--- src/pkg/tfis_consts.svh ---
// Offsets, field positions and reset values of the framer interrupt status and enable logic.
`ifndef TFIS_CONSTS_SVH
`define TFIS_CONSTS_SVH

// ----------------------------------------------------------------------------
// Register offsets
// ----------------------------------------------------------------------------
`define TFIS_ADDR_W          4
`define TFIS_OFF_STATUS      4'h0
`define TFIS_OFF_ENABLE      4'h1
`define TFIS_OFF_OOF_CFG     4'h2
`define TFIS_OFF_SIG_CHG0    4'h3
`define TFIS_OFF_SIG_CHG1    4'h4
`define TFIS_OFF_SIG_CHG2    4'h5
`define TFIS_OFF_CTRL        4'h6
`define TFIS_OFF_ALIGN       4'h7

// ----------------------------------------------------------------------------
// Field positions in status and enable
// ----------------------------------------------------------------------------
`define TFIS_BIT_FE          0
`define TFIS_BIT_SE          1
`define TFIS_BIT_FMD         2
`define TFIS_BIT_OOF         3
`define TFIS_BIT_ALIGNMENT_CHANGE        4
`define TFIS_BIT_SIG         5
`define TFIS_NUM_SRC         6
`define TFIS_NUM_CHAN        24
`define TFIS_BIT_RBS_EN      0

// ----------------------------------------------------------------------------
// Reset values
// ----------------------------------------------------------------------------
`define TFIS_RST_STATUS      8'h00
`define TFIS_RST_ENABLE      8'h00
`define TFIS_RST_THRESH      4'h2
`define TFIS_RST_WINDOW      4'h4
`define TFIS_RST_CTRL        8'h00

`endif

--- src/pkg/tfis_pkg.sv ---
// Types shared by the framer interrupt status and enable logic.
`default_nettype none
package tfis_pkg;

    typedef enum logic {
        TFIS_IN_FRAME,
        TFIS_OUT_OF_FRAME
    } tfis_frame_t;

    typedef struct packed {
        logic [3:0]  err_cnt;
        logic [3:0]  win_cnt;
        tfis_frame_t frame;
    } tfis_oof_state_t;

endpackage : tfis_pkg
`default_nettype wire

--- src/pkg/tfis_oof_if.sv ---
// Interface carrying out-of-frame detector settings and results.
`timescale 1ns/1ps
`default_nettype none
interface tfis_oof_if;
    logic [3:0] error_threshold;
    logic [3:0] error_window;
    logic       in_frame;
    logic       declare;
    logic       clear;

    modport ctl (output error_threshold, output error_window,
                 input in_frame, input declare, input clear);
    modport det (input error_threshold, input error_window,
                 output in_frame, output declare, output clear);
endinterface : tfis_oof_if
`default_nettype wire

--- src/core/tfis_top.sv ---
// Interrupt status and enable logic of one receive T1 framer channel.
//
// Operation
// - Frame-mimic detection sets status bit 2.
// - CRC-6 multiframe error sets status bit 1.
// - One or more framing-bit errors set status bit 0.
// - Framing-bit error status is separate from frame alignment state.
// - Status bits are sticky, cleared by status read, reset to zero.
// - Any ABCD change in 24 channels raises signaling interrupt when enabled.
// - Signaling-change enable has no effect with robbed-bit signaling off.
// - Changed channels are recorded in signaling-change registers.
// - Apparent move of framing bits raises alignment-change interrupt.
// - Out-of-frame declare and clear both raise interrupt when enabled.
// - Frame-mimic enable gates frame-mimic interrupt.
// - Enable bits are read/write, one enables, reset to zero.
// - Out-of-frame declared on threshold errors within configured window.
// - Status bit 3 records out-of-frame change, both edges, clear on read.
`timescale 1ns/1ps
`default_nettype none
`include "tfis_consts.svh"
module tfis_top (
    input  wire logic                      clk_sys,
    input  wire logic                      rst,
    input  wire logic [`TFIS_ADDR_W-1:0]   reg_addr,
    input  wire logic [7:0]                reg_wdata,
    input  wire logic                      reg_wr,
    input  wire logic                      reg_rd,
    output logic [7:0]                     reg_rdata,
    input  wire logic                      fbit_valid,
    input  wire logic                      fbit_error,
    input  wire logic                      crc6_error,
    input  wire logic                      frame_mimic,
    input  wire logic                      alignment_change,
    input  wire logic [`TFIS_NUM_CHAN-1:0] sig_change,
    output logic                           in_frame,
    output logic                           irq
);

    // ------------------------------------------------------------------------
    // State
    // ------------------------------------------------------------------------
    typedef struct packed {
        logic [7:0]                status;
        logic [7:0]                enable;
        logic [3:0]                threshold;
        logic [3:0]                window;
        logic [7:0]                ctrl;
        logic [`TFIS_NUM_CHAN-1:0] sig_chg;
        logic [7:0]                rdata;
    } tfis_regs_t;

    tfis_regs_t   r_q;
    tfis_regs_t   r_d;
    logic [7:0]   ev;
    logic         rbs_on;
    logic [`TFIS_NUM_CHAN-1:0] sig_set;
    logic         rd_status;
    logic         rd_sig0;
    logic         rd_sig1;
    logic         rd_sig2;

    tfis_oof_if oof_bus ();

    // ------------------------------------------------------------------------
    // Out-of-frame detector
    // ------------------------------------------------------------------------
    assign oof_bus.error_threshold = r_q.threshold;
    assign oof_bus.error_window    = r_q.window;

    tfis_oof_detect u_oof (
        .clk_sys    (clk_sys),
        .rst        (rst),
        .fbit_valid (fbit_valid),
        .fbit_error (fbit_error),
        .realign    (alignment_change),
        .oof        (oof_bus.det)
    );

    // ------------------------------------------------------------------------
    // Event vector
    // ------------------------------------------------------------------------
    // Robbed-bit signaling off suppresses signaling-change events entirely,
    // so a stale enable cannot raise a meaningless interrupt.
    assign rbs_on  = r_q.ctrl[`TFIS_BIT_RBS_EN];
    assign sig_set = rbs_on ? sig_change : '0;

    always_comb begin
        ev                 = 8'h00;
        ev[`TFIS_BIT_FE]   = fbit_valid && fbit_error;
        ev[`TFIS_BIT_SE]   = crc6_error;
        ev[`TFIS_BIT_FMD]  = frame_mimic;
        ev[`TFIS_BIT_OOF]  = oof_bus.declare || oof_bus.clear;
        ev[`TFIS_BIT_ALIGNMENT_CHANGE] = alignment_change;
        ev[`TFIS_BIT_SIG]  = |sig_set;
    end

    // ------------------------------------------------------------------------
    // Read decode
    // ------------------------------------------------------------------------
    always_comb begin
        rd_status = 1'b0;
        rd_sig0   = 1'b0;
        rd_sig1   = 1'b0;
        rd_sig2   = 1'b0;
        if (reg_rd && reg_addr == `TFIS_OFF_STATUS) begin
            rd_status = 1'b1;
        end else if (reg_rd && reg_addr == `TFIS_OFF_SIG_CHG0) begin
            rd_sig0 = 1'b1;
        end else if (reg_rd && reg_addr == `TFIS_OFF_SIG_CHG1) begin
            rd_sig1 = 1'b1;
        end else if (reg_rd && reg_addr == `TFIS_OFF_SIG_CHG2) begin
            rd_sig2 = 1'b1;
        end
    end

    // ------------------------------------------------------------------------
    // Next state
    // ------------------------------------------------------------------------
    // A read clears the sticky bits, but an event in the same cycle is
    // OR-ed in afterwards so it is never lost.
    always_comb begin
        r_d = r_q;

        // Register writes.
        if (reg_wr && reg_addr == `TFIS_OFF_ENABLE) begin
            r_d.enable = {2'b00, reg_wdata[`TFIS_NUM_SRC-1:0]};
        end else if (reg_wr && reg_addr == `TFIS_OFF_OOF_CFG) begin
            r_d.threshold = reg_wdata[3:0];
            r_d.window    = reg_wdata[7:4];
        end else if (reg_wr && reg_addr == `TFIS_OFF_CTRL) begin
            r_d.ctrl = {7'h00, reg_wdata[`TFIS_BIT_RBS_EN]};
        end

        // Read data, captured for the following cycle.
        r_d.rdata = 8'h00;
        if (reg_rd) begin
            if (reg_addr == `TFIS_OFF_STATUS) begin
                r_d.rdata = r_q.status;
            end else if (reg_addr == `TFIS_OFF_ENABLE) begin
                r_d.rdata = r_q.enable;
            end else if (reg_addr == `TFIS_OFF_OOF_CFG) begin
                r_d.rdata = {r_q.window, r_q.threshold};
            end else if (reg_addr == `TFIS_OFF_SIG_CHG0) begin
                r_d.rdata = r_q.sig_chg[7:0];
            end else if (reg_addr == `TFIS_OFF_SIG_CHG1) begin
                r_d.rdata = r_q.sig_chg[15:8];
            end else if (reg_addr == `TFIS_OFF_SIG_CHG2) begin
                r_d.rdata = r_q.sig_chg[23:16];
            end else if (reg_addr == `TFIS_OFF_CTRL) begin
                r_d.rdata = r_q.ctrl;
            end else if (reg_addr == `TFIS_OFF_ALIGN) begin
                r_d.rdata = {7'h00, oof_bus.in_frame};
            end
        end

        // Sticky status, clear on read, set wins.
        r_d.status = (rd_status ? 8'h00 : r_q.status) | ev;

        // Per-channel change record, each byte cleared by its own read.
        r_d.sig_chg = r_q.sig_chg;
        if (rd_sig0) begin
            r_d.sig_chg[7:0] = 8'h00;
        end
        if (rd_sig1) begin
            r_d.sig_chg[15:8] = 8'h00;
        end
        if (rd_sig2) begin
            r_d.sig_chg[23:16] = 8'h00;
        end
        r_d.sig_chg = r_d.sig_chg | sig_set;
    end

    // ------------------------------------------------------------------------
    // Register
    // ------------------------------------------------------------------------
    always_ff @(posedge clk_sys or posedge rst) begin
        if (rst) begin
            r_q <= '{status:    `TFIS_RST_STATUS,
                     enable:    `TFIS_RST_ENABLE,
                     threshold: `TFIS_RST_THRESH,
                     window:    `TFIS_RST_WINDOW,
                     ctrl:      `TFIS_RST_CTRL,
                     sig_chg:   '0,
                     rdata:     8'h00};
        end else begin
            r_q <= r_d;
        end
    end

    // ------------------------------------------------------------------------
    // Outputs
    // ------------------------------------------------------------------------
    // Signaling enable is also qualified by robbed-bit mode for the line.
    assign reg_rdata = r_q.rdata;
    assign in_frame  = oof_bus.in_frame;
    assign irq = |(r_q.status & r_q.enable &
                   {2'b00, rbs_on, 5'h1f});
endmodule : tfis_top
`default_nettype wire

--- src/core/tfis_oof_detect.sv ---
// Out-of-frame detector counting framing-bit errors in an observation window.
`timescale 1ns/1ps
`default_nettype none
`include "tfis_consts.svh"
module tfis_oof_detect (
    input  wire logic clk_sys,
    input  wire logic rst,
    input  wire logic fbit_valid,
    input  wire logic fbit_error,
    input  wire logic realign,
    tfis_oof_if.det   oof
);
    tfis_pkg::tfis_oof_state_t st_q;
    tfis_pkg::tfis_oof_state_t st_d;
    logic                      decl_hit;

    // ------------------------------------------------------------------------
    // Next state
    // ------------------------------------------------------------------------
    // Errors count within a fixed block of framing bits, restarted at each window end; a realign pulse
    // from the aligner is the only way back into frame.
    always_comb begin
        st_d     = st_q;
        decl_hit = 1'b0;
        case (st_q.frame)
            tfis_pkg::TFIS_IN_FRAME: begin
                if (fbit_valid) begin
                    if (fbit_error &&
                        (4'(st_q.err_cnt + 4'h1) >= oof.error_threshold)) begin
                        decl_hit     = 1'b1;
                        st_d.frame   = tfis_pkg::TFIS_OUT_OF_FRAME;
                        st_d.err_cnt = 4'h0;
                        st_d.win_cnt = 4'h0;
                    end else if (4'(st_q.win_cnt + 4'h1) >= oof.error_window) begin
                        st_d.err_cnt = 4'h0;
                        st_d.win_cnt = 4'h0;
                    end else begin
                        st_d.err_cnt = 4'(st_q.err_cnt + {3'h0, fbit_error});
                        st_d.win_cnt = 4'(st_q.win_cnt + 4'h1);
                    end
                end
            end
            default: begin
                if (realign) begin
                    st_d.frame = tfis_pkg::TFIS_IN_FRAME;
                end
            end
        endcase
    end

    // ------------------------------------------------------------------------
    // State register
    // ------------------------------------------------------------------------
    always_ff @(posedge clk_sys or posedge rst) begin
        if (rst) begin
            st_q <= '{err_cnt: 4'h0, win_cnt: 4'h0, frame: tfis_pkg::TFIS_IN_FRAME};
        end else begin
            st_q <= st_d;
        end
    end

    assign oof.in_frame = (st_q.frame == tfis_pkg::TFIS_IN_FRAME);
    assign oof.declare  = decl_hit;
    assign oof.clear    = (st_q.frame == tfis_pkg::TFIS_OUT_OF_FRAME) && realign;

endmodule : tfis_oof_detect
`default_nettype wire

--- config.mk ---
export PLATFORM = sky130hd
export DESIGN_NAME = tfis_top
export DESIGN_NICKNAME = d
export VERILOG_FILES = /design/src/pkg/tfis_pkg.sv /design/src/pkg/tfis_oof_if.sv /design/src/core/tfis_top.sv /design/src/core/tfis_oof_detect.sv
export VERILOG_INCLUDE_DIRS = /design/src /design/src/pkg
export SDC_FILE = /design/constraint.sdc
export NUM_CORES = 1
export LEC_CHECK = 0
export BUFFER_PORTS_ARGS = -buffer_cell sky130_fd_sc_hd__buf_2
export CAP_MARGIN = 20
export CORE_ASPECT_RATIO = 1.2
export CORE_MARGIN = 10
export CORE_UTILIZATION = 45
export CTS_CLUSTER_DIAMETER = 120
export DETAILED_ROUTE_END_ITERATION = 12
export GPL_TIMING_DRIVEN = 1
export PLACE_DENSITY = 0.68
export SYNTH_ARGS = -nofsm -noshare
export SYNTH_HDL_FRONTEND = slang
export SYNTH_SLANG_ARGS = --single-unit
--- constraint.sdc ---
create_clock -name clk_sys -period 5.2 [get_ports clk_sys]
set_input_delay 1.04 -clock clk_sys [delete_from_list [all_inputs] [get_ports clk_sys]]
set_output_delay 1.04 -clock clk_sys [all_outputs]
set_load 0.005 [all_outputs]
==> reports/summary.md, run 1 <==
## Run status
* complete, no violations — run status

## Critical path
* 1 — count of buffering cells on the critical path with inverters included
* output port — sort of element at the end of the critical path
* sky130_fd_sc_hd__nand3_1 — cell repeated most along the worst path
* flip-flop — type of origin of the critical path
* 1.72 ns — arrival time of the worst setup path
* 28 — maximum fanout count along the critical path
* flip-flops — cell family with most CP delay
* u_oof.st_q[5] — Reg2Reg Launch Point
* 0.93 ns — Crit path largest cell delay
* sky130_fd_sc_hd__dfrtp_1 — library cell contributing the largest single delay on the critical path
* nand3_1 > nand3_1 > buf_2 — worst path cell trace
* flip-flop to output port — Crit Path Category
* 4.16 ns — data required time of the worst path
* r_q[32] — first element of the critical path

## Timing
* 0 — setup violators final
* 0.531 — share of the clock period used by the worst path
* 0 — number of max-slew violations in the final report
* 0.897 ns — actual slew at the worst max-slew pin
* 2.76 ns — time the worst path needs with I/O delays and setup
* 0 — Hold Fails Final Rpt
* false — RSZ-0062 raised after global routing
* 0.00474 ns — worst clock skew on the final layout
* 0 ns — Fin Setup TNS
* 362 MHz — maximum achievable frequency
* 2.44 ns — post-layout worst setup margin
* 0.402 — Slew HR

## Drt
* 518 um — Met3 Wirelength
* 7550 um — routed wire length
* 3650 um — metal2 WL
* 5.71 — Avg Vias per Cell
* 3200 um — post-route met1 wirelength
* 147 — DRC violation total after the first TritonRoute iteration
* 0 — remaining antenna violation count after routing
* met4 — uppermost metal layer occupied by signal nets
* 18.4 um — per-cell routed wire length
* 2,341 — overall via count from detail_route
* 4 — TritonRoute pass-1 iters
* 0 — Residual DRC

## Finish
* sky130_fd_sc_hd__dfrtp_1 — commonest non-fill, non-tap cell in the layout
* 0.319 — fraction of layout instances using a drive strength above 1
* 3620 um^2 — post-route design area
* sky130_fd_sc_hd__dfrtp_1 (60), sky130_fd_sc_hd__buf_2 (54), sky130_fd_sc_hd__a22o_1 (26), sky130_fd_sc_hd__nand2_1 (17), sky130_fd_sc_hd__mux2_2 (16) — commonest cells after routing, fill and taps aside
* 0 — ant diodes
* 16.2% — layout overhead on the synthesized area
* 375 — Final Net Count

## Yosys
* 62 — count of state elements after synthesis
* 0.482 — area share of the largest cell type after synthesis
* sky130_fd_sc_hd__dfrtp_1 (48%), sky130_fd_sc_hd__a22o_1 (7.3%), sky130_fd_sc_hd__mux2_2 (5.8%) — largest cells by area after synthesis
* 328 — net count after synthesis
* 1.00 — share of synthesized registers carrying an async set or reset
* 11.5 um^2 — post-synthesis average cell area
* 271 — gate count after technology mapping
* 0.499 — share of the yosys chip area belonging to registers
* 3110 um^2 — area of the mapped netlist
* sky130_fd_sc_hd__dfrtp_1 — top_reg_cell synth
* 0 — number of enable flip-flop cells after synthesis
* 47 — number of distinct library cells after synthesis
* sky130_fd_sc_hd__dfrtp_1 — cell taking the most area after synthesis
* 0 — Warnings, synthesis

## Placement
* 5690 um — detailed-placement wirelength estimate
* 54 — total of buffers placed on input and output ports
* 3380 um^2 — cell area reported after detailed placement
* 0.820 — GPL Wtd Cong
* 2.49 ns — worst-case setup slack after placement

## CTS
* 0.33 ns — clock latency on the worst-skew pair
* sky130_fd_sc_hd__clkbuf_8 — CTS root buffer
* 3 — maximum level of the CTS H-tree
* 0 — post-CTS setup buffer count
* built — CTS tree
* 0 — number of hold buffers added after cts
* 62 — total clock sinks
* 0.06 ns — clock transition at the register clock pins on the worst setup and hold paths after CTS
* 0 — cells resized by post-CTS repair
* 9 — number of buffers added by the clock tree synthesis step
* 2 — CTS max path bufs

## Die
* 0.460 — starting density of the core
* 55 — I/O Pins
* 10,700 um^2 — full die area
* 111 um — die height
* 6770 um^2 — placeable core region
* 95.9 um — overall die width
* 33 — Site Rows

## Global route
* 0 — initial antenna violation count
* 0.149 — GRT Total Usage
* 2,579 — number of global-route vias before repair
* 63 — maximum number of pins on one net before global-route repair
* 0 — global route overflow
* 12,800 um — first-pass GRT wire length

## Min path
* flip-flop to flip-flop — min-delay worst type
* r_q[26] — startpoint of the worst hold path

## Pwr
* 1.61 mW — total power after layout
* 0.000260 V — worst voltage drop across the vdd grid
* 446 nW/um^2 — total power divided by cell area
* 1.68 nW — static leakage power

## Job
* 0 — Max Cap Viol

## metrics by stage
step	utilization	instances	hold WS, ns
2_1_floorplan	-	271	0.460
3_3_place_gp	0.500	394	0.485
3_5_place_dp	0.500	394	0.490
4_1_cts	0.534	410	0.504
5_1_grt	0.534	410	0.506
6_report	0.534	410	0.502
## kinds of logic after synthesis
group                    share of synthesized area
AND/OR/NAND/NOR                             0.0956
flip-flops                                   0.499
XOR/XNOR                                    0.0113
buffers and inverters                       0.0522
multiplexers                                0.0771
AO/OA/AOI/OAI                                0.217
adder cells (fa/ha/maj)                     0.0482
## flip-flops by register name, summed over array words and instances (netlist names)
signal / flops
oof_bus.error_threshold: 4
oof_bus.error_window: 4
r_q: 37
reg_rdata: 8
u_oof.st_q: 9
## synthesized netlist by cell type, types with 4 or more instances
| cell type | number |
|---|---|
| sky130_fd_sc_hd__o31a_1 | 5 |
| sky130_fd_sc_hd__nor4_1 | 6 |
| sky130_fd_sc_hd__o22ai_1 | 5 |
| sky130_fd_sc_hd__buf_4 | 9 |
| sky130_fd_sc_hd__nor2b_1 | 5 |
| sky130_fd_sc_hd__dfrtp_1 | 60 |
| sky130_fd_sc_hd__inv_1 | 11 |
| sky130_fd_sc_hd__mux2_2 | 16 |
| sky130_fd_sc_hd__o221ai_1 | 5 |
| sky130_fd_sc_hd__nand3_1 | 6 |
| sky130_fd_sc_hd__a211oi_1 | 5 |
| sky130_fd_sc_hd__ha_1 | 12 |
| sky130_fd_sc_hd__nor2_1 | 12 |
| sky130_fd_sc_hd__o21ai_0 | 14 |
| sky130_fd_sc_hd__nand2_1 | 17 |
| sky130_fd_sc_hd__a22o_2 | 6 |
| sky130_fd_sc_hd__mux2i_1 | 6 |
| sky130_fd_sc_hd__a22o_1 | 26 |
| sky130_fd_sc_hd__buf_2 | 4 |
## worst paths after layout
path,endpoint,slack [ns],cells after the start
max in group asynchronous,r_q[10],3.76,3
worst max-delay path,irq,2.44,3
worst min register to register,r_q[26],0.50,1
worst max register to register,u_oof.st_q[1],2.88,8
min in group asynchronous,u_oof.st_q[3],0.92,3
worst min-delay path,r_q[26],0.50,1
## worst reg2reg max path, delay by kind of cell, from the launching register on
family                     cells  cell delay [ns]
xor gates and xnor gates       1             0.15
and+or+nand+nor                1             0.26
DFF                            1             0.45
AOI/OAI and AO/OA              3             0.72
adders and majority gates      2             0.50
muxes                          1             0.19
## power by group
group | internal (mW) | switching (mW) | leakage (nW) | total (mW)
Combinational | 0.237 | 0.224 | 0.872 | 0.461
Clock | 0.309 | 0.172 | 0.120 | 0.481
Sequential | 0.579 | 0.0927 | 0.690 | 0.672
Total | 1.12 | 0.489 | 1.68 | 1.61
## area by class of cell
| class | instances | area, um^2 |
|---|---|---|
| Clock inverter | 3 | 65.1 |
| Tap cell | 87 | 109 |
| Timing Repair Buffer | 55 | 278 |
| Inverter | 12 | 45.0 |
| Clock buffer | 13 | 169 |
| Fill cell | 597 | 3150 |
| Sequential cell | 62 | 1550 |
| Multi-Input combinational cell | 178 | 1400 |
## metal layers
layer	up-vias	global-route usage
met3	17	0.0386
li1	1106	-
met4	0	0.0690
met5	-	0
met2	73	0.232
met1	1145	0.187
Power figures use the tool's default switching activity.
==> inputs of run 2 (changes only) <==
Settings changed: PLACE_DENSITY 0.68 to 0.71.
Clock period 5.2 ns to 2.3 ns, I/O delays scaled along.
==> run 2 against run 1 <==
Effect of this change: clock-buffer cell count unchanged; critical endpoint is now u_oof.st_q[1]; largest cell class unchanged; non-clock buffer count is 3 higher; via count increased by 3.1%.
==> reports/summary.md, run 2 (synthesized netlist as in run 1, its figures left out) <==
## Drt
* 4 — TritonRoute pass-1 iters, unchanged
* 0 — remaining antenna violation count after routing, unchanged
* 0 — Residual DRC, unchanged
* 2,413 — overall via count from detail_route, was 2,341
* 7910 um — routed wire length, was 7550 um
* 19.2 um — per-cell routed wire length, was 18.4 um
* 103 — DRC violation total after the first TritonRoute iteration, was 147
* 5.84 — Avg Vias per Cell, was 5.71

## Global route
* 12,800 um — first-pass GRT wire length, about the same
* 0 — global route overflow, unchanged
* 40 — maximum number of pins on one net before global-route repair, was 63
* 0.250 — met2 layer usage reported by global route, was 0.232
* 0.182 — GR Util met1, was 0.187
* 2,531 — number of global-route vias before repair, was 2,579
* 0 — initial antenna violation count, unchanged
* 0.152 — GRT Total Usage, was 0.149
* 0.0427 — met3 track demand over resource in global routing, was 0.0386
* met2 — Top Usage Layer GRT, unchanged

## Job
* 0 — Max Cap Viol, unchanged

## CTS
* 62 — total clock sinks, unchanged
* 3 — maximum level of the CTS H-tree, unchanged
* 0 — number of hold buffers added after cts, unchanged
* 9 — number of buffers added by the clock tree synthesis step, unchanged
* 0.07 ns — clock transition at the register clock pins on the worst setup and hold paths after CTS, was 0.06 ns
* 2 — CTS max path bufs, unchanged
* 0.34 ns — clock latency on the worst-skew pair, was 0.33 ns
* built — CTS tree, unchanged
* sky130_fd_sc_hd__clkbuf_8 — CTS root buffer, unchanged

## Pwr
* 0.306 — switching part of the total power, was 0.303
* 3.68 mW — total power after layout, was 1.61 mW
* 0.000529 V — worst voltage drop across the vdd grid, was 0.000260 V
* 1.12 mW — Sw Pwr, was 0.489 mW
* 0.301 — clock power share, was 0.298
* 2.55 mW — Cell Int Power, was 1.12 mW
* 0.293 — relative contribution of combinational cells to total power, was 0.286
* 1.70 nW — static leakage power, was 1.68 nW
* 0.405 — sequential group share of total power, was 0.416
* 1010 nW/um^2 — total power divided by cell area, was 446 nW/um^2

## Critical path
* 8 — maximum fanout count along the critical path, was 28
* flip-flop to flip-flop — Crit Path Category, was flip-flop to output port
* 2.39 ns — arrival time of the worst setup path, was 1.72 ns
* flip-flop — sort of element at the end of the critical path, was output port
* flip-flop — type of origin of the critical path, unchanged
* 2.58 ns — data required time of the worst path, was 4.16 ns

## Timing
* 0 ns — Fin Setup TNS, unchanged
* 0.625 — Slew HR, was 0.402
* 0.00536 ns — worst clock skew on the final layout, was 0.00474 ns
* 0 — Hold Fails Final Rpt, unchanged
* 0.916 — share of the clock period used by the worst path
* 0 — setup violators final, unchanged
* false — RSZ-0062 raised after global routing, unchanged
* 475 MHz — maximum achievable frequency
* 0.562 ns — actual slew at the worst max-slew pin, was 0.897 ns
* 0 — number of max-slew violations in the final report, unchanged
* 2.11 ns — time the worst path needs with I/O delays and setup

## Die
* 111 um — die height, unchanged
* 33 — Site Rows, unchanged
* 6770 um^2 — placeable core region, unchanged
* 55 — I/O Pins, unchanged
* 95.9 um — overall die width, unchanged
* 10,700 um^2 — full die area, unchanged
* 0.460 — starting density of the core, unchanged

## Finish
* sky130_fd_sc_hd__dfrtp_1 — commonest non-fill, non-tap cell in the layout, unchanged
* 0.325 — fraction of layout instances using a drive strength above 1, was 0.319
* 618 — number of inserted filler cells in the final layout, was 597
* sky130_fd_sc_hd__dfrtp_1 (60), sky130_fd_sc_hd__buf_2 (54), sky130_fd_sc_hd__a22o_1 (26), sky130_fd_sc_hd__nand2_1 (17), sky130_fd_sc_hd__mux2_2 (16) — commonest cells after routing, fill and taps aside, unchanged
* 17.3% — layout overhead on the synthesized area, was 16.2%
* 0 — ant diodes, unchanged
* 37 — flip-flop count of the largest register, all copies and words added, unchanged
* r_q — register with the highest flop count, unchanged
* 378 — Final Net Count, was 375

## Placement
* 5980 um — detailed-placement wirelength estimate, was 5690 um
* 0.819 — GPL Wtd Cong, was 0.820
* 54 — total of buffers placed on input and output ports, unchanged

## Run status
* complete, no violations — run status, unchanged

## Min path
* input pin to asynchronous set/reset pin — min-delay worst type, was flip-flop to flip-flop

## run 2: changes by cell type in the layout (fill, tap and decap cells not counted)
cell	change
sky130_fd_sc_hd__o21ai_1	+1
sky130_fd_sc_hd__buf_12	+1
sky130_fd_sc_hd__o21ai_0	-1
sky130_fd_sc_hd__buf_4	+2
## run 2: timing repair
item,CTS,global route
buffers inserted,0,0
setup endpoints to repair,0,9
resized for setup,0,1
## run 2: worst paths after layout
check	from	end	slack [ns]	cells past startpoint
worst min-delay path	rst	u_oof.st_q[1]	0.17	2
worst min register to register	r_q[10]	r_q[10]	0.50	1
min in group clk_sys	crc6_error	r_q[57]	0.29	2
max in group asynchronous	rst	oof_bus.error_threshold[1]	1.48	3
worst max register to register	u_oof.st_q[5]	u_oof.st_q[1]	0.19	8
worst max-delay path	u_oof.st_q[5]	u_oof.st_q[1]	0.19	8
## run 2: critical path: stages, from the launching register on
cell and delay, ns:
sky130_fd_sc_hd__dfrtp_1 0.43, sky130_fd_sc_hd__ha_1 0.23, sky130_fd_sc_hd__xor2_1 0.15, sky130_fd_sc_hd__ha_1 0.27, sky130_fd_sc_hd__o21a_1 0.18, sky130_fd_sc_hd__o21ai_1 0.19
sky130_fd_sc_hd__o221ai_2 0.18, sky130_fd_sc_hd__nor2_4 0.23, sky130_fd_sc_hd__mux2_2 0.18
## run 2: final cells by class
cell class | count | area (um^2) | share of cell area
inverter | 12 | 45.0 | 0.0123
timing repair buffer | 58 | 313 | 0.0856
multi-input combinational | 178 | 1400 | 0.383
sequential | 62 | 1550 | 0.425
clock inverter | 3 | 65.1 | 0.0178
tap | 87 | 109 | 0.0298
clock buffer | 13 | 169 | 0.0462
## run 2: stage by stage
stage	utilization	hold slack, ns	cell area, um^2	std cells	setup WS, ns
finish	0.539	0.168	3650	413	0.194
detailed placement	0.505	0.483	3420	397	0.110
CTS	0.539	0.168	3650	413	0.0950
global route	0.539	0.202	3650	413	0.0538
global placement	0.505	0.482	3420	397	0.187
floorplan	-	0.460	3110	271	0.302
## run 2: routing by layer
metal | share of wire | wire [um]
met2 | 0.51 | 4070
met5 | 0 | 0
met4 | 0.012 | 97
met3 | 0.069 | 545
met1 | 0.40 | 3200
## run 2: power by group through the flow
stage               Sequential, mW  Clock [mW]  Combinational (mW)
finish                        1.49        1.11                1.08
global route                  1.52        1.18                1.21
CTS                           1.49        1.13                1.09
detailed placement            1.50           0                1.08
global placement              1.50           0                1.05
floorplan                     1.44           0               0.857
==> inputs of run 3 (changes only) <==
Settings changed: PLACE_DENSITY 0.71 to 0.68.
Clock period 2.3 ns to 2.1 ns, I/O delays scaled along.
==> run 3 against run 2 <==
Effect of this change: clock skew increased by 0.00082 ns; cell count is 0.97% higher; hold slack lost 0.041 ns; highest routed layer unchanged.
==> reports/summary.md, run 3 (synthesized netlist as in run 1, its figures left out) <==
## Die
* 0.460 — starting density of the core, unchanged
* 111 um — die height, unchanged
* 55 — I/O Pins, unchanged
* 33 — Site Rows, unchanged
* 6770 um^2 — placeable core region, unchanged
* 95.9 um — overall die width, unchanged
* 10,700 um^2 — full die area, unchanged

## CTS
* 2 — CTS max path bufs, unchanged
* 3 — maximum level of the CTS H-tree, unchanged
* sky130_fd_sc_hd__clkbuf_8 — CTS root buffer, unchanged
* 0 — number of hold buffers added after cts, unchanged
* 62 — total clock sinks, unchanged
* 9 — number of buffers added by the clock tree synthesis step, unchanged
* built — CTS tree, unchanged
* 0.07 ns — clock transition at the register clock pins on the worst setup and hold paths after CTS, about the same
* 0.34 ns — clock latency on the worst-skew pair, about the same

## Drt
* 3720 um — metal2 WL, was 4070 um
* 7730 um — routed wire length, was 7910 um
* 0 — Residual DRC, unchanged
* 0 — remaining antenna violation count after routing, unchanged
* 4 — TritonRoute pass-1 iters, unchanged
* 3270 um — post-route met1 wirelength, was 3200 um
* 134 — DRC violation total after the first TritonRoute iteration, was 103
* 5.68 — Avg Vias per Cell, was 5.84
* 579 um — Met3 Wirelength, was 545 um
* 18.5 um — per-cell routed wire length, was 19.2 um
* 2,370 — overall via count from detail_route, was 2,413
* met4 — uppermost metal layer occupied by signal nets, unchanged

## Critical path
* 2.33 ns — data required time of the worst path, was 2.58 ns
* 0.39 ns — Crit path largest cell delay, was 0.43 ns
* u_oof.st_q[5] — first element of the critical path, unchanged
* flip-flop — sort of element at the end of the critical path, unchanged
* u_oof.st_q[5] — Reg2Reg Launch Point, unchanged
* flip-flop to flip-flop — Crit Path Category, unchanged
* 2.22 ns — arrival time of the worst setup path, was 2.39 ns
* sky130_fd_sc_hd__dfrtp_1 — library cell contributing the largest single delay on the critical path, unchanged
* 8 — maximum fanout count along the critical path, unchanged
* flip-flop — type of origin of the critical path, unchanged
* buf_4 > nand3_1 > xnor2_1 > ha_1 > o21a_1 > o21ai_2 > o221ai_2 > nor2_4 > mux2_2 — worst path cell trace, was ha_1 > xor2_1 > ha_1 > o21a_1 > o21ai_1 > o221ai_2 > nor2_4 > mux2_2

## Finish
* 382 — Final Net Count, was 378
* 3680 um^2 — post-route design area, was 3650 um^2
* 0 — ant diodes, unchanged
* 0.345 — fraction of layout instances using a drive strength above 1, was 0.325
* sky130_fd_sc_hd__dfrtp_1 — commonest non-fill, non-tap cell in the layout, unchanged
* r_q — register with the highest flop count, unchanged
* 18.2% — layout overhead on the synthesized area, was 17.3%
* 37 — flip-flop count of the largest register, all copies and words added, unchanged
* 0.543 — post-layout util, was 0.539
* sky130_fd_sc_hd__dfrtp_1 (60), sky130_fd_sc_hd__buf_2 (54), sky130_fd_sc_hd__a22o_1 (26), sky130_fd_sc_hd__nand2_1 (17), sky130_fd_sc_hd__mux2_2 (16) — commonest cells after routing, fill and taps aside, unchanged

## Placement
* 5780 um — detailed-placement wirelength estimate, was 5980 um
* 0.845 — GPL Wtd Cong, was 0.819
* -0.0108 ns — worst-case setup slack after placement, was 0.110 ns
* 54 — total of buffers placed on input and output ports, unchanged
* 3450 um^2 — cell area reported after detailed placement, was 3420 um^2

## Pwr
* 3.99 mW — total power after layout, was 3.68 mW
* 1080 nW/um^2 — total power divided by cell area, was 1010 nW/um^2
* 0.000681 V — worst voltage drop across the vdd grid, was 0.000529 V
* 1.71 nW — static leakage power, was 1.70 nW

## Timing
* 0.687 — Slew HR, was 0.625
* 2.00 ns — time the worst path needs with I/O delays and setup, was 2.11 ns
* 0.00617 ns — worst clock skew on the final layout, was 0.00536 ns
* 0.950 — share of the clock period used by the worst path, was 0.916
* 0.465 ns — actual slew at the worst max-slew pin, was 0.562 ns
* 0 — Hold Fails Final Rpt, unchanged
* 0.105 ns — post-layout worst setup margin, was 0.194 ns
* 501 MHz — maximum achievable frequency, was 475 MHz
* 0 — number of max-slew violations in the final report, unchanged
* 0 — setup violators final, unchanged
* false — RSZ-0062 raised after global routing, unchanged
* 0.127 ns — Hold Worst Slack, was 0.168 ns

## Job
* 0 — Max Cap Viol, unchanged

## Min path
* input pin to asynchronous set/reset pin — min-delay worst type, unchanged

## Run status
* complete, no violations — run status, unchanged

## Global route
* 63 — maximum number of pins on one net before global-route repair, was 40
* 0 — initial antenna violation count, unchanged
* 12,300 um — first-pass GRT wire length, was 12,800 um
* 2,473 — number of global-route vias before repair, was 2,531
* 0.147 — GRT Total Usage, was 0.152
* 0 — global route overflow, unchanged

==> run 3: cell types whose count changed in the layout (fill, tap and decap cells not counted) <==
cell / change
sky130_fd_sc_hd__nor2_1: -1
sky130_fd_sc_hd__bufinv_16: -1
sky130_fd_sc_hd__clkinv_2: +2
sky130_fd_sc_hd__ha_4: +2
sky130_fd_sc_hd__buf_4: +4
sky130_fd_sc_hd__o21ai_2: +1
sky130_fd_sc_hd__ha_1: -2
sky130_fd_sc_hd__nor2_2: +1
sky130_fd_sc_hd__clkbuf_8: -1
sky130_fd_sc_hd__o21ai_1: -1
==> run 3: repair_timing <==
| action | 4_1_cts | 5_1_grt |
|---|---|---|
| buffers inserted | 0 | 0 |
| endpoints found under the setup margin | 7 | 9 |
| pin swaps | 0 | 4 |
| gates resized for setup | 1 | 4 |
==> run 3: stage by stage <==
stage | std cells | TNS, ns
finish | 417 | 0
global route | 417 | 0
CTS | 417 | 0
detailed placement | 401 | -0.0226
global placement | 401 | 0
floorplan | 271 | 0
==> run 3: critical path: cells and delay by family, from the launching register on <==
kind                       cells  cell delay [ns]
AOI/OAI and AO/OA              3             0.47
DFF                            1             0.39
adders and majority gates      1             0.27
muxes                          1             0.27
and+or+nand+nor                2             0.19
buffers and inverters          1             0.15
xor gates and xnor gates       1             0.14
==> run 3: path summary, 6_finish.rpt <==
| check | to | cells past startpoint | slack (ns) |
|---|---|---|---|
| worst max-delay path | u_oof.st_q[1] | 9 | 0.10 |
| worst max register to register | u_oof.st_q[1] | 9 | 0.10 |
| worst min-delay path | r_q[14] | 3 | 0.13 |
| min in group clk_sys | r_q[58] | 2 | 0.25 |
| max in group asynchronous | oof_bus.error_threshold[1] | 3 | 1.66 |
| worst min register to register | r_q[15] | 1 | 0.50 |
==> run 3: power breakdown <==
group	total (mW)	internal, mW	switching [mW]
Clock	1.06	0.607	0.449
Sequential	1.62	1.44	0.186
Combinational	1.31	0.677	0.634
Total	3.99	2.72	1.27
==> run 3: final cells by class <==
class | instances | area (um^2)
repair buffers | 62 | 343
inverters | 12 | 45.0
multi-input cells | 178 | 1430
flip-flops and latches | 62 | 1550
fillers | 601 | 3090
clock inverters | 4 | 45.0
well taps | 87 | 109
clock buffers | 12 | 155
==> run 3: layer usage <==
| layer | vias to the layer above | GRT usage |
|---|---|---|
| met2 | 78 | 0.233 |
| met1 | 1155 | 0.174 |
| met5 | - | 0 |
| met4 | 0 | 0.0690 |
| met3 | 17 | 0.0461 |
| li1 | 1120 | - |
